--- src/video_refresh_pkg.sv ---
// Purpose: shared constants and types for the video refresh config block
// Assumes: 32-bit register port, byte offsets
// Notes: fraction width of the scaler offset is a plain default
package video_refresh_pkg;
  localparam int ADDR_W = 12;
  localparam logic [11:0] OFS_CFG = 12'h05C;
  localparam logic [11:0] OFS_CURPAT = 12'h060;
  localparam logic [11:0] OFS_VINFMT = 12'h070;
  localparam logic [11:0] OFS_HSTEP = 12'h0A4;
  localparam logic [11:0] OFS_VSTEP = 12'h0AC;
  localparam logic [11:0] OFS_VOFS = 12'h0E0;
  localparam logic [11:0] OFS_CUROVL = 12'h0FC;
  localparam logic [11:0] OFS_LEFT = 12'h100;
  localparam logic [11:0] OFS_RIGHT = 12'h104;
  localparam logic [11:0] OFS_STATUS = 12'h108;
  localparam logic [31:0] CFG_RESET = 32'h0000_0000;
  localparam logic [31:0] VINFMT_RESET = 32'h0000_0000;
  localparam int B_STEREO = 2;
  localparam int B_DESK_EN = 7;
  localparam int B_OVL_EN = 8;
  localparam int B_VIN_OVL = 9;
  localparam int B_DESK_BYP = 10;
  localparam int B_OVL_BYP = 11;
  localparam int B_DESK_HI = 12;
  localparam int B_OVL_HI = 13;
  localparam int B_HSCALE = 14;
  localparam int B_VSCALE = 15;
  localparam int B_FILT_LO = 16;
  localparam int B_DFMT_LO = 18;
  localparam int B_OFMT_LO = 21;
  localparam int B_DESK_TILE = 24;
  localparam int B_OVL_TILE = 25;
  localparam int B_TWO_PIX = 26;
  localparam int B_CURSOR = 27;
  localparam int B_DESK_NOOPT = 28;
  localparam int B_OVL_NOOPT = 29;
  localparam int B_BOB = 31;
  localparam int B_WEAVE = 4;
  localparam int B_VS_POL = 5;
  localparam int B_HS_POL = 6;
  localparam int ST_FRAME = 0;
  localparam int ST_STEREO = 1;
  localparam int ST_PEND = 2;
  localparam int ST_CFETCH = 3;
  localparam int OFS_W = 19;
  localparam int OFS_FRAC = 12;
  localparam logic [18:0] OFS_HALF = 19'h00800;
  localparam int CUR_WORDS = 8;
  localparam logic [25:0] CUR_WORD_BYTES = 26'h0000010;
  typedef enum logic [1:0] {F_POINT, F_BOX2X2, F_TAP4X1, F_BILINEAR} filter_e;
  typedef enum logic [2:0] {D_PAL8, D_RGB565, D_RGB24, D_RGB32, D_RGB1555,
    D_RSV5, D_RSV6, D_RSV7} desk_fmt_e;
  typedef enum logic [2:0] {O_1555D, O_565U, O_1555U, O_RGB32, O_YUV411,
    O_YUYV, O_UYVY, O_565D} ovl_fmt_e;
  typedef struct packed {
    logic desk_fetch;
    logic ovl_fetch;
    logic desk_tiled;
    logic ovl_tiled;
    logic two_pix;
    logic cursor_on;
    logic desk_noopt;
    logic ovl_noopt;
    logic h_scale;
    logic v_scale;
    filter_e filter;
    desk_fmt_e desk_fmt;
    logic desk_fmt_bad;
    logic [2:0] desk_bytes;
    ovl_fmt_e ovl_fmt;
    logic ovl_yuv;
  } refresh_ctrl_s;
  typedef struct packed {
    logic [63:0] pat1;
    logic [63:0] pat0;
  } cursor_word_s;
endpackage

--- src/video_refresh_surface_config.sv ---
// Purpose: video refresh processor configuration, stereo and cursor fetch
// Assumes: all inputs synchronous to mclk_i; retrace inputs are pulses
// Notes: pending stereo pair holds a single entry
// Summary of operation
// - fetch desktop/overlay only when enabled
// - video-in address replaces overlay address
// - palette bypass per layer
// - palette half select per layer
// - overlay scaling per axis enable
// - overlay filter mode decode
// - desktop pixel format decode
// - overlay pixel format decode
// - tiled or linear per surface
// - one or two pixels per clock
// - cursor overlaid only when enabled
// - memory optimisation disables, reset zero
// - bob adds half offset on even field in one-pixel mode
// - swap pushes left/right pair
// - new pair applies after right frame in stereo mode, left address at next retrace with stereo off
// - stereo pin shows field, low when off
// - cursor word holds both pattern lines
// - eight cursor words fetched per hit
// - weave merges two input fields
// - input sync polarity select
//
// Implementation choices: the address map and the address-and-strobe port.
`timescale 1ns/1ps
module video_refresh_surface_config
  import video_refresh_pkg::*;
(
  input wire logic mclk_i,
  input wire logic reset_i,
  input wire logic [ADDR_W-1:0] addr_i,
  input wire logic [31:0] wdata_i,
  input wire logic wr_i,
  input wire logic rd_i,
  output logic [31:0] rdata_o,
  input wire logic vretrace_i,
  input wire logic hretrace_i,
  input wire logic even_field_i,
  input wire logic swap_i,
  input wire logic [25:0] vin_addr_i,
  input wire logic [7:0] pix_index_i,
  input wire logic pix_is_ovl_i,
  input wire logic cursor_hit_i,
  input wire logic [5:0] cursor_row_i,
  input wire logic cur_ack_i,
  input wire logic [127:0] cur_data_i,
  input wire logic vin_field_done_i,
  input wire logic vin_vsync_i,
  input wire logic vin_hsync_i,
  output refresh_ctrl_s ctrl_o,
  output logic [25:0] ovl_addr_o,
  output logic [OFS_W-1:0] vofs_o,
  output logic [8:0] clut_addr_o,
  output logic clut_bypass_o,
  output logic stereo_o,
  output logic cur_req_o,
  output logic [25:0] cur_addr_o,
  output cursor_word_s cur_line_o,
  output logic cur_show_o,
  output logic vin_vsync_o,
  output logic vin_hsync_o,
  output logic vin_frame_o
);
  typedef enum logic {C_IDLE, C_FETCH} cfetch_e;
  logic [31:0] cfg;
  logic [31:0] vinfmt;
  logic [25:0] curpat;
  logic [19:0] hstep;
  logic [19:0] vstep;
  logic [OFS_W-1:0] vofs;
  logic [25:0] left_wr;
  logic [25:0] right_wr;
  logic [25:0] act_left;
  logic [25:0] act_right;
  logic [25:0] pend_left;
  logic [25:0] pend_right;
  logic pend_valid;
  logic frame_flag;
  logic weave_half;
  logic vin_frame_ev;
  cfetch_e cstate;
  logic [2:0] fcount;
  logic [2:0] rd_ptr;
  logic [3:0] lines_left;
  cursor_word_s cur_ram [CUR_WORDS];
  logic [31:0] next_rdata;
  logic [25:0] next_ovl;

  // register writes
  always_ff @(posedge mclk_i) begin
    if (reset_i) begin
      cfg <= CFG_RESET;
      vinfmt <= VINFMT_RESET;
      curpat <= '0;
      hstep <= '0;
      vstep <= '0;
      vofs <= '0;
      left_wr <= '0;
      right_wr <= '0;
    end else if (wr_i) begin
      unique case (addr_i)
        OFS_CFG: cfg <= wdata_i;
        OFS_VINFMT: vinfmt <= wdata_i;
        OFS_CURPAT: curpat <= wdata_i[25:0];
        OFS_HSTEP: hstep <= wdata_i[19:0];
        OFS_VSTEP: vstep <= wdata_i[19:0];
        OFS_VOFS: vofs <= wdata_i[OFS_W-1:0];
        OFS_LEFT: left_wr <= wdata_i[25:0];
        OFS_RIGHT: right_wr <= wdata_i[25:0];
        default: ;
      endcase
    end
  end

  // read mux; unmapped reads as zero
  always_comb begin
    next_rdata = '0;
    unique case (addr_i)
      OFS_CFG: next_rdata = cfg;
      OFS_VINFMT: next_rdata = vinfmt;
      OFS_CURPAT: next_rdata[25:0] = curpat;
      OFS_HSTEP: next_rdata[19:0] = hstep;
      OFS_VSTEP: next_rdata[19:0] = vstep;
      OFS_VOFS: next_rdata[OFS_W-1:0] = vofs;
      OFS_CUROVL: next_rdata[25:0] = ovl_addr_o;
      OFS_LEFT: next_rdata[25:0] = left_wr;
      OFS_RIGHT: next_rdata[25:0] = right_wr;
      OFS_STATUS: begin
        next_rdata[ST_FRAME] = frame_flag;
        next_rdata[ST_STEREO] = stereo_o;
        next_rdata[ST_PEND] = pend_valid;
        next_rdata[ST_CFETCH] = (cstate == C_FETCH);
      end
      default: ;
    endcase
  end

  always_ff @(posedge mclk_i) begin
    if (reset_i) begin
      rdata_o <= '0;
    end else begin
      rdata_o <= rd_i ? next_rdata : 32'h0000_0000;
    end
  end

  // surface and format controls, registered to the pipe
  always_ff @(posedge mclk_i) begin
    if (reset_i) begin
      ctrl_o <= '0;
    end else begin
      ctrl_o.desk_fetch <= cfg[B_DESK_EN];
      ctrl_o.ovl_fetch <= cfg[B_OVL_EN];
      ctrl_o.desk_tiled <= cfg[B_DESK_TILE];
      ctrl_o.ovl_tiled <= cfg[B_OVL_TILE];
      ctrl_o.two_pix <= cfg[B_TWO_PIX];
      ctrl_o.cursor_on <= cfg[B_CURSOR];
      ctrl_o.desk_noopt <= cfg[B_DESK_NOOPT];
      ctrl_o.ovl_noopt <= cfg[B_OVL_NOOPT];
      ctrl_o.h_scale <= cfg[B_HSCALE];
      ctrl_o.v_scale <= cfg[B_VSCALE];
      ctrl_o.filter <= filter_e'(cfg[B_FILT_LO+:2]);
      ctrl_o.desk_fmt <= desk_fmt_e'(cfg[B_DFMT_LO+:3]);
      ctrl_o.desk_fmt_bad <= cfg[B_DFMT_LO+2] & (cfg[B_DFMT_LO+:2] != 2'h0);
      unique case (desk_fmt_e'(cfg[B_DFMT_LO+:3]))
        D_PAL8: ctrl_o.desk_bytes <= 3'h1;
        D_RGB565, D_RGB1555: ctrl_o.desk_bytes <= 3'h2;
        D_RGB24: ctrl_o.desk_bytes <= 3'h3;
        D_RGB32: ctrl_o.desk_bytes <= 3'h4;
        default: ctrl_o.desk_bytes <= 3'h0;
      endcase
      ctrl_o.ovl_fmt <= ovl_fmt_e'(cfg[B_OFMT_LO+:3]);
      ctrl_o.ovl_yuv <= cfg[B_OFMT_LO+2] & (cfg[B_OFMT_LO+:2] != 2'h3);
    end
  end

  always_ff @(posedge mclk_i) begin
    if (reset_i) begin
      clut_addr_o <= '0;
      clut_bypass_o <= 1'b0;
    end else if (pix_is_ovl_i) begin
      clut_addr_o <= {cfg[B_OVL_HI], pix_index_i};
      clut_bypass_o <= cfg[B_OVL_BYP];
    end else begin
      clut_addr_o <= {cfg[B_DESK_HI], pix_index_i};
      clut_bypass_o <= cfg[B_DESK_BYP];
    end
  end

  // bob offset; ignored in two-pixel mode, no bilinear there
  always_ff @(posedge mclk_i) begin
    if (reset_i) begin
      vofs_o <= '0;
    end else if (cfg[B_BOB] && even_field_i && !cfg[B_TWO_PIX]) begin
      vofs_o <= vofs + OFS_HALF;
    end else begin
      vofs_o <= vofs;
    end
  end

  // swap pushes the pair; a later swap overwrites an unused one
  always_ff @(posedge mclk_i) begin
    if (reset_i) begin
      pend_left <= '0;
      pend_right <= '0;
      pend_valid <= 1'b0;
    end else if (swap_i) begin
      pend_left <= left_wr;
      pend_right <= right_wr;
      pend_valid <= 1'b1;
    end else if (vretrace_i && (stereo_o || !cfg[B_STEREO])) begin
      pend_valid <= 1'b0;
    end
  end

  // in stereo mode the pair takes effect only after the right field; with stereo off only the left address loads, at any retrace
  always_ff @(posedge mclk_i) begin
    if (reset_i) begin
      act_left <= '0;
      act_right <= '0;
      stereo_o <= 1'b0;
    end else if (!cfg[B_STEREO]) begin
      stereo_o <= 1'b0;
      if (vretrace_i && pend_valid) begin
        act_left <= pend_left;
      end
    end else if (vretrace_i) begin
      stereo_o <= !stereo_o;
      if (stereo_o && pend_valid) begin
        act_left <= pend_left;
        act_right <= pend_right;
      end
    end
  end

  always_comb begin
    if (cfg[B_VIN_OVL]) begin
      next_ovl = vin_addr_i;
    end else if (cfg[B_STEREO] && stereo_o) begin
      next_ovl = act_right;
    end else begin
      next_ovl = act_left;
    end
  end

  always_ff @(posedge mclk_i) begin
    if (reset_i) begin
      ovl_addr_o <= '0;
    end else begin
      ovl_addr_o <= next_ovl;
    end
  end

  // cursor fetch sequencer, linear addressing only
  always_ff @(posedge mclk_i) begin
    if (reset_i) begin
      cstate <= C_IDLE;
      fcount <= '0;
      cur_req_o <= 1'b0;
      cur_addr_o <= '0;
    end else begin
      unique case (cstate)
        C_IDLE: begin
          if (hretrace_i && cfg[B_CURSOR] && cursor_hit_i && lines_left == 4'h0) begin
            cstate <= C_FETCH;
            fcount <= '0;
            cur_req_o <= 1'b1;
            cur_addr_o <= curpat + 26'(cursor_row_i) * CUR_WORD_BYTES;
          end
        end
        C_FETCH: begin
          if (cur_ack_i) begin
            fcount <= fcount + 3'h1;
            cur_addr_o <= cur_addr_o + CUR_WORD_BYTES;
            if (fcount == 3'(CUR_WORDS - 1)) begin
              cstate <= C_IDLE;
              cur_req_o <= 1'b0;
            end
          end
        end
      endcase
    end
  end

  // each word stores pattern 0 low, pattern 1 high
  for (genvar i = 0; i < CUR_WORDS; i++) begin : g_cur
    always_ff @(posedge mclk_i) begin
      if (reset_i) begin
        cur_ram[i] <= '0;
      end else if (cstate == C_FETCH && cur_ack_i && fcount == 3'(i)) begin
        cur_ram[i] <= cursor_word_s'(cur_data_i);
      end
    end
  end

  // one fetch covers the next eight lines
  always_ff @(posedge mclk_i) begin
    if (reset_i) begin
      lines_left <= '0;
      rd_ptr <= '0;
    end else if (cstate == C_IDLE && hretrace_i && cfg[B_CURSOR] && cursor_hit_i
                 && lines_left == 4'h0) begin
      lines_left <= 4'(CUR_WORDS);
      rd_ptr <= '0;
    end else if (hretrace_i && lines_left != 4'h0 && cstate == C_IDLE) begin
      lines_left <= lines_left - 4'h1;
      rd_ptr <= rd_ptr + 3'h1;
    end
  end

  always_ff @(posedge mclk_i) begin
    if (reset_i) begin
      cur_line_o <= '0;
      cur_show_o <= 1'b0;
    end else begin
      cur_line_o <= cur_ram[rd_ptr];
      cur_show_o <= cfg[B_CURSOR] && lines_left != 4'h0 && cstate == C_IDLE;
    end
  end

  // polarity: set bit means active low input
  always_ff @(posedge mclk_i) begin
    if (reset_i) begin
      vin_vsync_o <= 1'b0;
      vin_hsync_o <= 1'b0;
    end else begin
      vin_vsync_o <= vin_vsync_i ^ vinfmt[B_VS_POL];
      vin_hsync_o <= vin_hsync_i ^ vinfmt[B_HS_POL];
    end
  end

  // weave waits for the second field
  assign vin_frame_ev = vin_field_done_i && (!vinfmt[B_WEAVE] || weave_half);
  always_ff @(posedge mclk_i) begin
    if (reset_i) begin
      weave_half <= 1'b0;
      vin_frame_o <= 1'b0;
    end else begin
      vin_frame_o <= vin_frame_ev;
      if (!vinfmt[B_WEAVE]) begin
        weave_half <= 1'b0;
      end else if (vin_field_done_i) begin
        weave_half <= !weave_half;
      end
    end
  end

  // status frame flag: write one clears, a new frame wins
  always_ff @(posedge mclk_i) begin
    if (reset_i) begin
      frame_flag <= 1'b0;
    end else if (vin_frame_ev) begin
      frame_flag <= 1'b1;
    end else if (wr_i && addr_i == OFS_STATUS && wdata_i[ST_FRAME]) begin
      frame_flag <= 1'b0;
    end
  end
endmodule

--- config.mk ---
export PLATFORM = sky130hd
export DESIGN_NAME = video_refresh_surface_config
export DESIGN_NICKNAME = d
export VERILOG_FILES = /design/src/video_refresh_pkg.sv /design/src/video_refresh_surface_config.sv
export SDC_FILE = /design/constraint.sdc
export NUM_CORES = 2
export LEC_CHECK = 0
export BUFFER_PORTS_ARGS = -buffer_cell sky130_fd_sc_hd__buf_2
export CORE_MARGIN = 3
export CORE_UTILIZATION = 50
export CTS_BUF_LIST = sky130_fd_sc_hd__clkbuf_16
export DETAILED_ROUTE_END_ITERATION = 10
export HOLD_SLACK_MARGIN = 0.05
export PLACE_DENSITY = 0.68
export SLEW_MARGIN = 15
export SYNTH_ARGS = -nofsm -noshare
export SYNTH_HDL_FRONTEND = slang
export SYNTH_SLANG_ARGS = --single-unit
--- constraint.sdc ---
create_clock -name mclk_i -period 6.55 [get_ports mclk_i]
set_input_delay 0.655 -clock mclk_i [delete_from_list [all_inputs] [get_ports mclk_i]]
set_output_delay 0.655 -clock mclk_i [all_outputs]
set_load 0.01 [all_outputs]
==> results_dict.tcl <==
set metrics [dict create \
    status "completed" \
    syn_nets 5514 \
    ff2ff_path_depth 6 \
    clk_pin_slew_ps 60 \
    required_ps 6940 \
    wl_per_cell_um 25.4 \
    num_rows 133 \
    area_growth_syn_to_layout_pct 13.8 \
    clk_latency_ps 790 \
    viasPerCell 5.94 \
    synthArstFlopShare 0 \
    root_buffer "clkbuf_16" \
    drive_above_1_share 0.192 \
    start_util 0.507 \
    rsz0062_at_grt "false" \
    core_area_um2 132000 \
    syn_area_um2 67200 \
    synth-main-ff-cell "edfxtp_1" \
    dr.pass1.iters 9 \
    final-setup-viol-count 0 \
    routed_wirelength_um 190000 \
    ys_types 77 \
    synth_seq_area_share 0.633 \
    yosys_warnings 0 \
    synth_edf_count 1024 \
    final_max_slew_viol_count 0 \
    yosys-top-cells-area "edfxtp_1 (46%), dfxtp_1 (18%), mux4_2 (8.6%)" \
    criticalPathCategory "flip-flop to flip-flop" \
    tightestPinTransition_ps 1240 \
    synth-seq-cells 1613 \
    grt_pass1_vias 43742 \
    grt.total_usage 0.270 \
    ioPinCount 496 \
    ant_nets 0 \
    cts_buffers 168 \
    numPortBuffers 495 \
    period_minus_slack_ps 3550 \
    dp_hpwl_um 108000 \
    syn_inst 5271 \
    dr_total_vias 44482 \
    relSlewSlack 0.176 \
    antenna_found_initial 46 \
    clock-skew-final_ps 24.8 \
    hold_violations 0 \
    critPathLaunchType "flip-flop" \
    worst-path-max-fanout 82 \
    p_leak_nw 29.5 \
    yosys-top-cells-count "edfxtp_1 (1024), and3_1 (657), nand2_1 (636)" \
    nNetsFinal 5808 \
    hp-class "input pin to flip-flop" \
    drv_cap 0 \
    dieWidth_um 373 \
    die-area_um2 139000 \
    grt_max_degree 250 \
    clockBufferDepth 3 \
    synth_top_area_share 0.458 \
    cts_tree "done" \
    htreeDepth 4 \
    synth_most_common_cell "edfxtp_1" \
    grt_pass1_wl_um 281000 \
    die_h_um 373 \
    hold_depth 3 \
    cp.arrival_ps 3950 \
    irDropWorstVdd_mv 0.231 \
    drc 0 \
    yosysTopAreaCell "edfxtp_1" \
    fin_total_pwr_mw 23.1 \
    place.gp.congestion 0.908 \
    grt.overflow.total 0 \
    setup_tns_ps 0 \
    critPathCaptureType "flip-flop" \
    syn_area_per_cell_um2 12.7 \
    drt_iter0_markers 4870 \
    finalCritPeriodShare 0.542 \
    cellPowerDensity_nw_per_um2 302 \
    cts_sinks 1613 \
    fmax_mhz 282 \
]
[stage by stage]
step                cells  hold WS, ps  instance area (µm²)  utilization  worst slack, ps
floorplan            5271          431                67200            -             1690
global placement     7138          435                70900        0.535             2800
detailed placement   7138          443                70900        0.535             2780
CTS                  7462         51.8                76400        0.576             2960
global route         7474         86.2                76400        0.577             2830
finish               7486          111                76400        0.577             3000
[worst max-delay path, stage by stage (launching register included)]
cell and delay (ps):
dfxtp_1 370, inv_1 180, ha_4 370, buf_4 660, nand3_1 250, nand2_4 660, buf_12 540
[registers in the layout, summed over array words and instances, names as in the netlist, 32 cells and up]
name        count
cfg            32
cur_line_o    128
cur_ram      1024
rdata_o        32
vinfmt         32
[layout by cell type, fill, tap and decap left out, types with 18 or more instances in the layout]
master,count
nor2_1,262
nand2_1,628
xor2_1,18
a21oi_1,352
nor2b_1,39
clkbuf_16,177
o31a_1,18
and3_1,654
clkinv_1,39
nand3_1,56
edfxtp_1,1024
clkinv_2,24
and2_1,390
mux4_2,256
buf_4,59
a22oi_1,22
dfxtp_1,585
mux2i_1,208
a222oi_1,19
diode_2,24
inv_1,63
buf_2,494
o21ai_0,34
[repair_timing]
item | in CTS | in global routing
hold buffers | 12 | 0
endpoints found under the hold margin | 12 | 0
resized for setup | 0 | 0
buffers inserted | 0 | 0
[metal layers]
| metal | GRT usage | vias to the layer above | wire length [µm] |
|---|---|---|---|
| met1 | 0.361 | 22164 | 75300 |
| li1 | - | 19839 | - |
| met3 | 0.0560 | 343 | 17400 |
| met4 | 0.0984 | 20 | 5850 |
| met2 | 0.438 | 2116 | 91300 |
| met5 | 0 | - | 126 |
[worst paths after layout]
path / from / endpoint / slack (ps)
worst max-delay path: fcount[0] / cur_ram[6][2] / 3000
worst min-delay path: vin_addr_i[12] / ovl_addr_o[12] / 110
worst max register to register: fcount[0] / cur_ram[6][2] / 3000
worst min register to register: pend_right[17] / act_right[17] / 440
[logic make-up after synthesis]
logic type,synth area share
compound gates,0.0482
xor+xnor,0.00404
fa+ha+maj,0.00328
buf+inv,0.0282
flops,0.633
mux,0.117
simple gates,0.166
[layout make-up]
cell class / count / area (µm²)
fill: 10670 / 56000
antenna: 24 / 60.1
multi-input combinational: 3186 / 22900
timing repair buffer: 580 / 3330
tap: 1755 / 2200
inverter: 16 / 60.1
clock buffer: 177 / 4430
clock inverter: 135 / 892
sequential: 1613 / 42600
[report_power, final]
part	internal, mW	leakage [nW]	total (mW)	switching [mW]
Sequential	11.2	14.8	11.4	0.175
Combinational	1.16	11.9	2.51	1.34
Clock	5.26	2.78	9.23	3.97
No activity file was read; power rests on OpenSTA's default activity.
